[src/hw/nvsc_pkg.sv]
// Shared constants and types for the nonvolatile SRAM host controller.
package nvsc_pkg;

  // ----------------------------------------------------------------
  // Widths and clock
  // ----------------------------------------------------------------
  localparam int CLK_PERIOD_NS = 20;
  localparam int ADDR_W = 17;
  localparam int DATA_W = 8;
  localparam int CNT_W = 24;
  localparam int IDX_W = 3;

  // ----------------------------------------------------------------
  // Times and derived cycle counts (least times round up)
  // ----------------------------------------------------------------
  localparam int ADDRESS_ACCESS_TIME_NS = 35;
  localparam int ADDRESS_ACCESS_CYC = (ADDRESS_ACCESS_TIME_NS + CLK_PERIOD_NS - 1) / CLK_PERIOD_NS;
  localparam int DATA_SETUP_WINDOW_NS = 35;
  localparam int DATA_SETUP_CYC = (DATA_SETUP_WINDOW_NS + CLK_PERIOD_NS - 1) / CLK_PERIOD_NS;
  localparam int STORE_REQUEST_DELAY_NS = 25_000;
  localparam int STORE_REQUEST_DELAY_CYC =
    (STORE_REQUEST_DELAY_NS + CLK_PERIOD_NS - 1) / CLK_PERIOD_NS;
  localparam int STORE_DURATION_NS = 15_000_000;
  localparam int STORE_DURATION_CYC = (STORE_DURATION_NS + CLK_PERIOD_NS - 1) / CLK_PERIOD_NS;
  localparam int RECALL_DURATION_NS = 200_000;
  localparam int RECALL_DURATION_CYC = (RECALL_DURATION_NS + CLK_PERIOD_NS - 1) / CLK_PERIOD_NS;
  localparam int POWERUP_RECALL_DURATION_NS = 20_000_000;
  localparam int POWERUP_RECALL_DURATION_CYC =
    (POWERUP_RECALL_DURATION_NS + CLK_PERIOD_NS - 1) / CLK_PERIOD_NS;
  localparam int POST_STORE_HOLDOFF_NS = 20_000;
  localparam int POST_STORE_HOLDOFF_CYC =
    (POST_STORE_HOLDOFF_NS + CLK_PERIOD_NS - 1) / CLK_PERIOD_NS;
  localparam int BUSY_SETTLE_CYC = 4;

  // ----------------------------------------------------------------
  // Software sequence addresses
  // ----------------------------------------------------------------
  localparam logic [ADDR_W-1:0] SEQ_ADDR_1 = 17'h0_4e38;
  localparam logic [ADDR_W-1:0] SEQ_ADDR_2 = 17'h0_b1c7;
  localparam logic [ADDR_W-1:0] SEQ_ADDR_3 = 17'h0_83e0;
  localparam logic [ADDR_W-1:0] SEQ_ADDR_4 = 17'h0_7c1f;
  localparam logic [ADDR_W-1:0] SEQ_ADDR_5 = 17'h0_703f;
  localparam logic [ADDR_W-1:0] SEQ_STORE_ADDR = 17'h0_0fc0;
  localparam logic [ADDR_W-1:0] SEQ_RECALL_ADDR = 17'h0_0c63;
  localparam logic [ADDR_W-1:0] SEQ_AS_OFF_ADDR = 17'h0_0b45;
  localparam logic [ADDR_W-1:0] SEQ_AS_ON_ADDR = 17'h0_0b46;
  localparam logic [IDX_W-1:0] SEQ_LAST_IDX = 3'h5;

  // ----------------------------------------------------------------
  // Reset values
  // ----------------------------------------------------------------
  localparam logic AUTOSTORE_RESET = 1'b1;
  localparam logic STRAP_HIGH_RESET = 1'b1;

  // ----------------------------------------------------------------
  // Types
  // ----------------------------------------------------------------
  typedef enum logic [2:0] {
    NVSC_OP_READ = 3'h0,
    NVSC_OP_WRITE = 3'h1,
    NVSC_OP_STORE = 3'h2,
    NVSC_OP_RECALL = 3'h3,
    NVSC_OP_AS_OFF = 3'h4,
    NVSC_OP_AS_ON = 3'h5,
    NVSC_OP_HW_STORE = 3'h6
  } nvsc_op_t;

  typedef enum logic [2:0] {
    ST_IDLE = 3'h0,
    ST_SETUP = 3'h1,
    ST_STROBE = 3'h3,
    ST_RELEASE = 3'h2,
    ST_NVWAIT = 3'h6,
    ST_HOLDOFF = 3'h7,
    ST_HWREQ = 3'h5,
    ST_INIT = 3'h4
  } nvsc_state_t;

  function automatic logic [ADDR_W-1:0] seq_addr(input logic [IDX_W-1:0] idx,
                                                  input nvsc_op_t op);
    logic [ADDR_W-1:0] a;
    a = SEQ_ADDR_1;
    case (idx)
      3'h0: a = SEQ_ADDR_1;
      3'h1: a = SEQ_ADDR_2;
      3'h2: a = SEQ_ADDR_3;
      3'h3: a = SEQ_ADDR_4;
      3'h4: a = SEQ_ADDR_5;
      default:
      begin
        case (op)
          NVSC_OP_STORE: a = SEQ_STORE_ADDR;
          NVSC_OP_RECALL: a = SEQ_RECALL_ADDR;
          NVSC_OP_AS_OFF: a = SEQ_AS_OFF_ADDR;
          default: a = SEQ_AS_ON_ADDR;
        endcase
      end
    endcase
    return a;
  endfunction

endpackage

[src/hw/nvsc_sync3.sv]
// Three-stage synchroniser that accepts a change once the last two stages agree.
module nvsc_sync3 #(
  parameter logic RESET_VAL = 1'b1
) (
  input wire logic mclk,
  input wire logic sys_rst,
  input wire logic d,
  output logic q
);

  // ----------------------------------------------------------------
  // Stages
  // ----------------------------------------------------------------
  logic s1_r;
  logic s2_r;
  logic s3_r;
  logic q_r;

  always_ff @(posedge mclk or posedge sys_rst)
  begin
    if (sys_rst)
    begin
      s1_r <= RESET_VAL;
      s2_r <= RESET_VAL;
      s3_r <= RESET_VAL;
      q_r <= RESET_VAL;
    end
    else
    begin
      s1_r <= d;
      s2_r <= s1_r;
      s3_r <= s2_r;
      if (s2_r == s3_r)
      begin
        q_r <= s3_r;
      end
    end
  end

  assign q = q_r;

endmodule

[src/hw/nvsc_host.sv]
// Host controller that drives the nonvolatile SRAM through its pins.
// ----------------------------------------------------------------
// Overview of operation
// - Host holds address stable, output enable high during writes.
// - No capacitor: host disables power-loss store.
// - Accesses refused until busy returns high.
// - Six fixed reads start software store.
// - Six fixed reads start software recall.
// - Sequence ending 0x0B45 disables power-loss store.
// - Sequence ending 0x0B46 re-enables it.
// ----------------------------------------------------------------
module nvsc_host #(
  parameter bit CAP_FITTED = 1'b1,
  parameter int unsigned REQ_CYC = nvsc_pkg::STORE_REQUEST_DELAY_CYC,
  parameter int unsigned STORE_CYC = nvsc_pkg::STORE_DURATION_CYC,
  parameter int unsigned RECALL_CYC = nvsc_pkg::RECALL_DURATION_CYC,
  parameter int unsigned POWERUP_CYC = nvsc_pkg::POWERUP_RECALL_DURATION_CYC,
  parameter int unsigned HOLDOFF_CYC = nvsc_pkg::POST_STORE_HOLDOFF_CYC
) (
  input wire logic mclk,
  input wire logic sys_rst,
  input wire logic cmd_valid,
  output logic cmd_ready,
  input wire nvsc_pkg::nvsc_op_t cmd_op,
  input wire logic [16:0] cmd_addr,
  input wire logic [7:0] cmd_wdata,
  output logic rsp_valid,
  output logic [7:0] rsp_data,
  output logic mem_busy,
  output logic autostore_on,
  output logic [16:0] address_pins,
  output logic [7:0] data_pins_o,
  output logic data_pins_oe_n,
  input wire logic [7:0] data_pins_i,
  output logic chip_en_n,
  output logic write_en_n,
  output logic out_en_n,
  input wire logic store_busy_n_i,
  output logic store_busy_n_o,
  output logic store_busy_n_oe_n
);

  // ----------------------------------------------------------------
  // State
  // ----------------------------------------------------------------
  localparam int CW = nvsc_pkg::CNT_W;
  localparam logic [CW-1:0] RD_CW = CW'(nvsc_pkg::ADDRESS_ACCESS_CYC - 1);
  localparam logic [CW-1:0] WR_CW = CW'(nvsc_pkg::DATA_SETUP_CYC - 1);
  localparam logic [CW-1:0] REQ_CW = CW'(REQ_CYC);
  localparam logic [CW-1:0] STORE_CW = CW'(STORE_CYC);
  localparam logic [CW-1:0] RECALL_CW = CW'(RECALL_CYC);
  localparam logic [CW-1:0] POWERUP_CW = CW'(POWERUP_CYC);
  localparam logic [CW-1:0] HOLDOFF_CW = CW'(HOLDOFF_CYC);
  localparam logic [CW-1:0] SETTLE_CW = CW'(nvsc_pkg::BUSY_SETTLE_CYC);

  typedef struct packed {
    nvsc_pkg::nvsc_state_t st;
    nvsc_pkg::nvsc_op_t op;
    logic [CW-1:0] cnt;
    logic [2:0] idx;
    logic [16:0] addr;
    logic [7:0] wdata;
    logic [7:0] rdata;
    logic rsp;
    logic ce_n;
    logic we_n;
    logic oe_n;
    logic dq_oe_n;
    logic hsb_oe_n;
    logic auto_en;
  } nvsc_regs_t;

  nvsc_regs_t r;
  nvsc_regs_t n;
  logic busy_q;
  logic seq_op;
  logic auto_fix;

  nvsc_sync3 #(
    .RESET_VAL(nvsc_pkg::STRAP_HIGH_RESET)
  ) u_busy_sync (
    .mclk(mclk),
    .sys_rst(sys_rst),
    .d(store_busy_n_i),
    .q(busy_q)
  );

  // ----------------------------------------------------------------
  // Next state
  // ----------------------------------------------------------------
  // Without a backup capacitor an automatic store would corrupt the shadow copy, so the
  // controller disables it before taking any user command.
  assign auto_fix = !CAP_FITTED && r.auto_en;
  assign seq_op = (r.op != nvsc_pkg::NVSC_OP_READ) && (r.op != nvsc_pkg::NVSC_OP_WRITE);
  assign cmd_ready = (r.st == nvsc_pkg::ST_IDLE) && busy_q && !auto_fix;

  always_comb
  begin
    n = r;
    n.rsp = 1'b0;
    case (r.st)
      nvsc_pkg::ST_INIT:
      begin
        if (r.cnt != '0)
        begin
          n.cnt = r.cnt - 1'b1;
        end
        else if (busy_q)
        begin
          n.st = nvsc_pkg::ST_HOLDOFF;
          n.cnt = HOLDOFF_CW;
        end
      end
      nvsc_pkg::ST_IDLE:
      begin
        if (!busy_q)
        begin
          n.st = nvsc_pkg::ST_NVWAIT;
          n.cnt = '0;
        end
        else if (auto_fix)
        begin
          n.op = nvsc_pkg::NVSC_OP_AS_OFF;
          n.idx = '0;
          n.addr = nvsc_pkg::seq_addr(3'h0, nvsc_pkg::NVSC_OP_AS_OFF);
          n.st = nvsc_pkg::ST_SETUP;
        end
        else if (cmd_valid)
        begin
          n.op = cmd_op;
          n.wdata = cmd_wdata;
          n.idx = '0;
          if (cmd_op == nvsc_pkg::NVSC_OP_HW_STORE)
          begin
            n.st = nvsc_pkg::ST_HWREQ;
            n.cnt = REQ_CW;
            n.hsb_oe_n = 1'b0;
          end
          else
          begin
            n.st = nvsc_pkg::ST_SETUP;
            if ((cmd_op == nvsc_pkg::NVSC_OP_READ) || (cmd_op == nvsc_pkg::NVSC_OP_WRITE))
            begin
              n.addr = cmd_addr;
            end
            else
            begin
              n.addr = nvsc_pkg::seq_addr(3'h0, cmd_op);
            end
          end
        end
      end
      nvsc_pkg::ST_SETUP:
      begin
        n.st = nvsc_pkg::ST_STROBE;
        n.ce_n = 1'b0;
        if (r.op == nvsc_pkg::NVSC_OP_WRITE)
        begin
          n.we_n = 1'b0;
          n.dq_oe_n = 1'b0;
          n.cnt = WR_CW;
        end
        else
        begin
          n.oe_n = 1'b0;
          n.cnt = RD_CW;
        end
      end
      nvsc_pkg::ST_STROBE:
      begin
        if (r.cnt != '0)
        begin
          n.cnt = r.cnt - 1'b1;
        end
        else
        begin
          n.st = nvsc_pkg::ST_RELEASE;
          n.ce_n = 1'b1;
          n.we_n = 1'b1;
          n.oe_n = 1'b1;
          if (r.op != nvsc_pkg::NVSC_OP_WRITE)
          begin
            n.rdata = data_pins_i;
          end
        end
      end
      nvsc_pkg::ST_RELEASE:
      begin
        n.dq_oe_n = 1'b1;
        if (r.op == nvsc_pkg::NVSC_OP_READ)
        begin
          n.rsp = 1'b1;
          n.st = nvsc_pkg::ST_IDLE;
        end
        else if (r.op == nvsc_pkg::NVSC_OP_WRITE)
        begin
          n.st = nvsc_pkg::ST_IDLE;
        end
        else if (r.idx != nvsc_pkg::SEQ_LAST_IDX)
        begin
          n.idx = 3'(r.idx + 3'h1);
          n.addr = nvsc_pkg::seq_addr(3'(r.idx + 3'h1), r.op);
          n.st = nvsc_pkg::ST_SETUP;
        end
        else
        begin
          case (r.op)
            nvsc_pkg::NVSC_OP_STORE:
            begin
              n.st = nvsc_pkg::ST_NVWAIT;
              n.cnt = STORE_CW;
            end
            nvsc_pkg::NVSC_OP_RECALL:
            begin
              n.st = nvsc_pkg::ST_NVWAIT;
              n.cnt = RECALL_CW;
            end
            nvsc_pkg::NVSC_OP_AS_OFF:
            begin
              n.auto_en = 1'b0;
              n.st = nvsc_pkg::ST_IDLE;
            end
            default:
            begin
              n.auto_en = 1'b1;
              n.st = nvsc_pkg::ST_IDLE;
            end
          endcase
        end
      end
      nvsc_pkg::ST_HWREQ:
      begin
        if (r.cnt != '0)
        begin
          n.cnt = r.cnt - 1'b1;
        end
        else
        begin
          n.hsb_oe_n = 1'b1;
          n.st = nvsc_pkg::ST_NVWAIT;
          n.cnt = SETTLE_CW;
        end
      end
      nvsc_pkg::ST_NVWAIT:
      begin
        if (r.cnt != '0)
        begin
          n.cnt = r.cnt - 1'b1;
        end
        else if (busy_q)
        begin
          n.st = nvsc_pkg::ST_HOLDOFF;
          n.cnt = HOLDOFF_CW;
        end
      end
      nvsc_pkg::ST_HOLDOFF:
      begin
        if (!busy_q)
        begin
          n.st = nvsc_pkg::ST_NVWAIT;
          n.cnt = '0;
        end
        else if (r.cnt != '0)
        begin
          n.cnt = r.cnt - 1'b1;
        end
        else
        begin
          n.st = nvsc_pkg::ST_IDLE;
        end
      end
      default:
      begin
        n.st = nvsc_pkg::ST_IDLE;
      end
    endcase
  end

  always_ff @(posedge mclk or posedge sys_rst)
  begin
    if (sys_rst)
    begin
      r <= '0;
      r.st <= nvsc_pkg::ST_INIT;
      r.cnt <= POWERUP_CW;
      r.ce_n <= 1'b1;
      r.we_n <= 1'b1;
      r.oe_n <= 1'b1;
      r.dq_oe_n <= 1'b1;
      r.hsb_oe_n <= 1'b1;
      r.auto_en <= nvsc_pkg::AUTOSTORE_RESET;
    end
    else
    begin
      r <= n;
    end
  end

  // ----------------------------------------------------------------
  // Outputs
  // ----------------------------------------------------------------
  assign rsp_valid = r.rsp;
  assign rsp_data = r.rdata;
  assign mem_busy = (r.st != nvsc_pkg::ST_IDLE);
  assign autostore_on = r.auto_en;
  assign address_pins = r.addr;
  assign data_pins_o = r.wdata;
  assign data_pins_oe_n = r.dq_oe_n;
  assign chip_en_n = r.ce_n;
  assign write_en_n = r.we_n;
  assign out_en_n = r.oe_n;
  assign store_busy_n_o = 1'b0;
  assign store_busy_n_oe_n = r.hsb_oe_n;
endmodule

[config.mk]
export PLATFORM = sky130hd
export DESIGN_NAME = nvsc_host
export DESIGN_NICKNAME = d
export VERILOG_FILES = /design/src/hw/nvsc_pkg.sv /design/src/hw/nvsc_sync3.sv /design/src/hw/nvsc_host.sv
export SDC_FILE = /design/constraint.sdc
export NUM_CORES = 1
export LEC_CHECK = 0
export BUFFER_PORTS_ARGS = -buffer_cell sky130_fd_sc_hd__clkbuf_2
export CELL_PAD_IN_SITES_DETAIL_PLACEMENT = 1
export CELL_PAD_IN_SITES_GLOBAL_PLACEMENT = 1
export CORE_ASPECT_RATIO = 0.75
export CORE_MARGIN = 2
export CORE_UTILIZATION = 46
export DETAILED_ROUTE_END_ITERATION = 10
export PLACE_DENSITY_LB_ADDON = 0.12
export REMOVE_ABC_BUFFERS = 1
export SYNTH_ARGS = -nofsm -noshare
export SYNTH_HDL_FRONTEND = slang
export SYNTH_SLANG_ARGS = --single-unit
[constraint.sdc]
create_clock -name mclk -period 4.8 [get_ports mclk]
set_input_delay 0.48 -clock mclk [delete_from_list [all_inputs] [get_ports mclk]]
set_output_delay 0.48 -clock mclk [all_outputs]
set_load 0.01 [all_outputs]
Word-level counts from Yosys, hierarchy flattened
Cells that the tools add are included.
W data, S select, Z words.
{"block": "word_totals", "reg_bits": 77, "latchBits": 0, "mem_bits_rw": 0, "rom_bits": 0, "out_inout_bits": 43, "word_cells": 136, "memories": 0}
{"block": "classes", "addsub": 2, "n_mul": 0, "n_div": 0, "order_cmp": 0, "n_eq_ne": 39, "shift": 0, "muxes": 46, "bitwise_logic": 5, "n_reduce_logical": 26}
{"operator": "$mux W24", "n": 8}
{"operator": "$pmux W24 S7", "n": 1}
{"operator": "$mux W44", "n": 2}
{"operator": "$pmux W17 S5", "n": 1}
{"operator": "$mux W58", "n": 1}
{"operator": "$pmux W24 S2", "n": 1}
{"operator": "$pmux W20 S2", "n": 1}
{"operator": "$mux W3", "n": 13}
{"operator": "$mux W17", "n": 2}
{"operator": "$pmux W11 S3", "n": 1}
{"operator": "$mux W28", "n": 1}
{"operator": "$reduce_bool A24 Y1", "n": 1}
{"operator": "$sub A24 B1 Y24 const B", "n": 1}
{"operator": "$ne A2 B2 Y1 const B", "n": 11}
{"operator": "$eq A3 B3 Y1 const B", "n": 7}
{"operator": "$pmux W3 S7", "n": 1}
{"operator": "$mux W20", "n": 1}
{"operator": "$eq A3 B2 Y1 const B", "n": 6}
{"operator": "$reduce_and A7 Y1", "n": 2}
{"operator": "$eq A3 B1 Y1 const B", "n": 4}
{"operator": "$logic_not A3 Y1", "n": 4}
{"operator": "$ne A3 B3 Y1 const B", "n": 4}
{"operator": "$reduce_and A3 Y1", "n": 4}
{"operator": "$reduce_and A6 Y1", "n": 2}
{"operator": "other kinds (15)", "n": 38}

Longest topological paths before layout
{"block": "logic_depth", "depth_word": 7, "depth_mapped": 9}

Hierarchy
A second synthesis with hierarchy kept.
{"block": "hier_totals", "cells_unflattened": 519, "area_unflattened_um2": 4667.0}
{"mod": "nvsc_host", "n_inst": 1, "cells_per_inst": 513, "area_per_inst_um2": 4546.9}
{"mod": "nvsc_sync3", "n_inst": 1, "cells_per_inst": 6, "area_per_inst_um2": 120.1}

Least setup slack after synthesis
No wires, ideal clock.
{"block": "synth_timing", "path_kind": "register to register", "startpoint": "register r[43] (netlist name)", "endpoint": "register r[66] (netlist name)", "setup_ns": 0.095, "arrival_time_ns": 2.094, "path_slack_ns": 2.610, "path_stages_with_launch": 10, "n_path_buf": 1, "synth_period_minus_slack_ns": 2.190, "path_cell_list": "dfrtp_1 inv_1 ha_1 nor4b_1 and3_2 nand3_4 o31ai_4 buf_6 a21oi_2 o32ai_2"}
{"block": "synth_between", "elab_chain_len": 4, "word_cells_on_any_way": 9, "classes_between": "add/sub: 1; eq/ne: 1; mux: 5; reduce/logical: 2"}
{"element": "from (decl)", "line": "nvsc_host.sv:73", "source": "nvsc_regs_t r;"}
{"element": "from (signal assigned)", "line": "nvsc_host.sv:295", "source": "r <= n;"}
{"element": "$sub A24 B1 Y24 / $reduce_bool A24 Y1 (equally long branches)"}
{"element": "$mux W24", "line": "nvsc_host.sv:171, nvsc_host.sv:263"}
{"element": "$mux W24", "line": "nvsc_host.sv:258", "source": "if (!busy_q)"}
{"element": "$pmux W24 S7", "line": "nvsc_host.sv:101", "source": "case (r.st)"}
Parallel ways exist; a longest one is shown, timed or not.
A chain may end at the register's enable or synchronous reset.

Final worst setup path
{"block": "layout_timing", "startpoint": "register r[43] (netlist name)", "endpoint": "register r[51] (netlist name)"}
The elaborated chain is that of the path after synthesis.

==> run summary <==
# setup viols final -> 0
GR Util met1 -> 36.61%
Outcome -> finished clean
Final Cycle Share -> 65.79%
Core footprint -> 9736 sq um
RD Place Congestion -> 0.8407
MaxCap Viol Count -> 0
Vias -> 3974
Final min period -> 3.158 ns
Met2 Usage GRT -> 38.73%
Routed length per placed instance -> 19.59 microns
Worst Skew -> 0.007148 ns
Die Span Y -> 91.10 microns
Clock Path Buffers -> 2
Antenna Cells -> 0
CTS sink count -> 77
Crit path max fanout -> 27
Cell count after synthesis -> 490
Crit path kind -> reg2reg
Commonest cells post-synth -> dfrtp_1, nor2_1, o21ai_0
First-pass GRT wire length -> 21.72 mm
Multi-input gate area -> 2278 sq um
CTS Hold Bufs -> 0
Worst EP required -> 5.03 ns
Post-DP HPWL -> 9.411 mm
Min-Delay Path Class -> in2reg
Seq/Total Area, Yosys -> 41.89%
Root buffer cell -> clkbuf_16
Die ar. -> 10940 sq um
Layout cells sized above 1 -> 30.04%
Largest net degree at the start of global routing -> 49
DRC viols -> 0
Final Max Slew Viols -> 0
Die width -> 120.1 microns
Pwr Total -> 3.684 mW
Synth Warn # -> 0
GR Util met3 -> 5.779%
PwrDens -> 711.5 nW/um^2
Initial Utilization -> 47.80%
Leakage power -> 2.207 nW
Max-slew headroom -> 22.71%
# rows -> 31
Dpl cell area -> 4885 sq um
Synthesized area -> 4653 sq um
Vias in the first global route -> 4087
Main flop type after synthesis -> dfrtp_1
Detailed Routing Iterations Pass 1 -> 5
Final Hold Vio Count -> 0
Post-synth ARST share -> 100.0%
Setup TNS -> 0 ns
Reg clk slew, reported paths -> 0.06 ns
Slew @ Worst Pin -> 1.159 ns
Grt ovf -> 0
Post-CTS setup repair buffer count -> 0
Overall Global Routing Usage -> 25.34%
I/O Buffers -> 81
Synth cell types -> 75
Pre-CTS WS -> 1.747 ns
Initial DRC Count -> 298
RSZ-0062 raised after global routing -> false
Number of synthesized flops with an enable pin -> 0
Final WL -> 13.09 mm
Via density -> 5.949
Post-route ant nets -> 0
Fin worst setup slack -> 1.642 ns
Main area contributors after synthesis -> dfrtp_1, dfstp_2, buf_4, mux2_2, o21ai_0
Number of synthesized register bits -> 77
Top Ports -> 83
Design Area, Final -> 5179 sq um
Syn avg cell area -> 9.496 sq um
Area grow syn2layout -> 11.29%
Dominant cell type by area after synthesis -> dfrtp_1
VDD IR-drop max -> 0.3357 mV
Fmax -> 0.3167 GHz
Sequential cell area -> 1949 sq um
Gr busiest metal -> met2
Most common cell in the netlist -> dfrtp_1
CTS Buf Count -> 9
Resized Gates After CTS -> 0
Fillcell total -> 1121
Clock Latency Late Sink -> 0.34 ns
Startpoint Class -> register
CTS tree -> built
Nets -> 580
CP endpoint kind -> register
Synth top area share -> 31.73%
H-tree Lvls -> 3
Crit path DAT -> 3.38 ns
Final core utilization -> 53.19%
Initial antenna violation count -> 0
## through the flow
step	instances	hold slack, ns
after floorplan	436	0.3452
after global placement	652	0.3463
after detailed placement	652	0.3494
after CTS	668	0.2106
after global routing	668	0.2146
final	668	0.2190
## critical path: stages (launching register included)
cell and delay, ns:
dfrtp_1 0.39, inv_1 0.14, ha_1 0.18, nor4b_1 0.51, and3_2 0.38, nand3_4 0.10
o31ai_4 0.93, a211oi_1 0.14, a22o_1 0.25
## cell families after synthesis
family | Yosys count | synth area share, %
multiplexers | 23 | 5.485
other | 1 | 0.08059
adder cells (fa/ha/maj) | 10 | 2.635
AO/OA/AOI/OAI | 160 | 22.80
AND/OR/NAND/NOR | 146 | 17.59
buffers and inverters | 71 | 9.142
flip-flops | 77 | 41.89
XOR/XNOR | 2 | 0.3765
## metal layers
layer / wire [microns] / vias up
met1: 6315 / 1991
met2: 5774 / 121
li1: - / 1854
met3: 878 / 8
met4: 118 / 0
met5: 0 / -
## cells in the final DEF, fill, tap and decap left out, types with 4 or more instances in the layout
| cell | n |
|---|---|
| dfstp_2 | 18 |
| a31oi_1 | 16 |
| mux2_2 | 20 |
| a22o_1 | 4 |
| o22ai_1 | 4 |
| o21ai_0 | 43 |
| nand2b_1 | 4 |
| clkbuf_16 | 9 |
| a21oi_1 | 40 |
| nor3b_1 | 4 |
| dfrtp_1 | 59 |
| nand2_1 | 26 |
| nor2b_1 | 5 |
| nor2_1 | 49 |
| clkbuf_2 | 81 |
| a22oi_1 | 4 |
| nor3_1 | 17 |
| and3_1 | 4 |
| o211ai_1 | 4 |
| o41ai_1 | 4 |
| inv_1 | 16 |
| o31ai_1 | 5 |
| ha_1 | 9 |
| nand3_1 | 8 |
## report_power, final
part	switching, mW	leakage [nW]	total, mW	internal [mW]
combinational	1.09	1.16	1.76	0.676
sequential	0.309	0.919	1.24	0.929
clock	0.276	0.132	0.681	0.405
total	1.67	2.21	3.68	2.01
## worst paths after layout
path / cells past startpoint / from / slack, ns / endpoint
worst max-delay path: 8 / r[43]$_DFFE_PP0P_ / 1.64 / r[51]$_DFFE_PP0P_
worst min-delay path: 1 / store_busy_n_i / 0.22 / u_busy_sync.s1_r$_DFF_PP1_
worst max register to register: 8 / r[43]$_DFFE_PP0P_ / 1.64 / r[51]$_DFFE_PP0P_
worst min register to register: 0 / u_busy_sync.s1_r$_DFF_PP1_ / 0.36 / u_busy_sync.s2_r$_DFF_PP1_
max in group asynchronous: 3 / sys_rst / 3.41 / autostore_on$_DFFE_PP1P_
min in group asynchronous: 2 / sys_rst / 0.37 / rsp_data[0]$_DFFE_PP0P_
## final cells by class
type | instances | area share (%)
Clock buffer | 11 | 4.494
Clock inverter | 5 | 1.184
Inverter | 17 | 1.232
Multi-Input combinational cell | 342 | 44.00
Sequential cell | 77 | 37.64
Tap cell | 132 | 3.189
Timing Repair Buffer | 84 | 8.263
## registers in the layout, summed over array words and instances (netlist names)
name and cells:
u_busy_sync.s2_r 1, autostore_on 1, rsp_valid 1, out_en_n 1, r 33, data_pins_o 8
write_en_n 1, data_pins_oe_n 1, address_pins 17, rsp_data 8, u_busy_sync.s3_r 1, store_busy_n_oe_n 1
u_busy_sync.s1_r 1, u_busy_sync.q 1, chip_en_n 1
(Power assumes the default switching activity.)
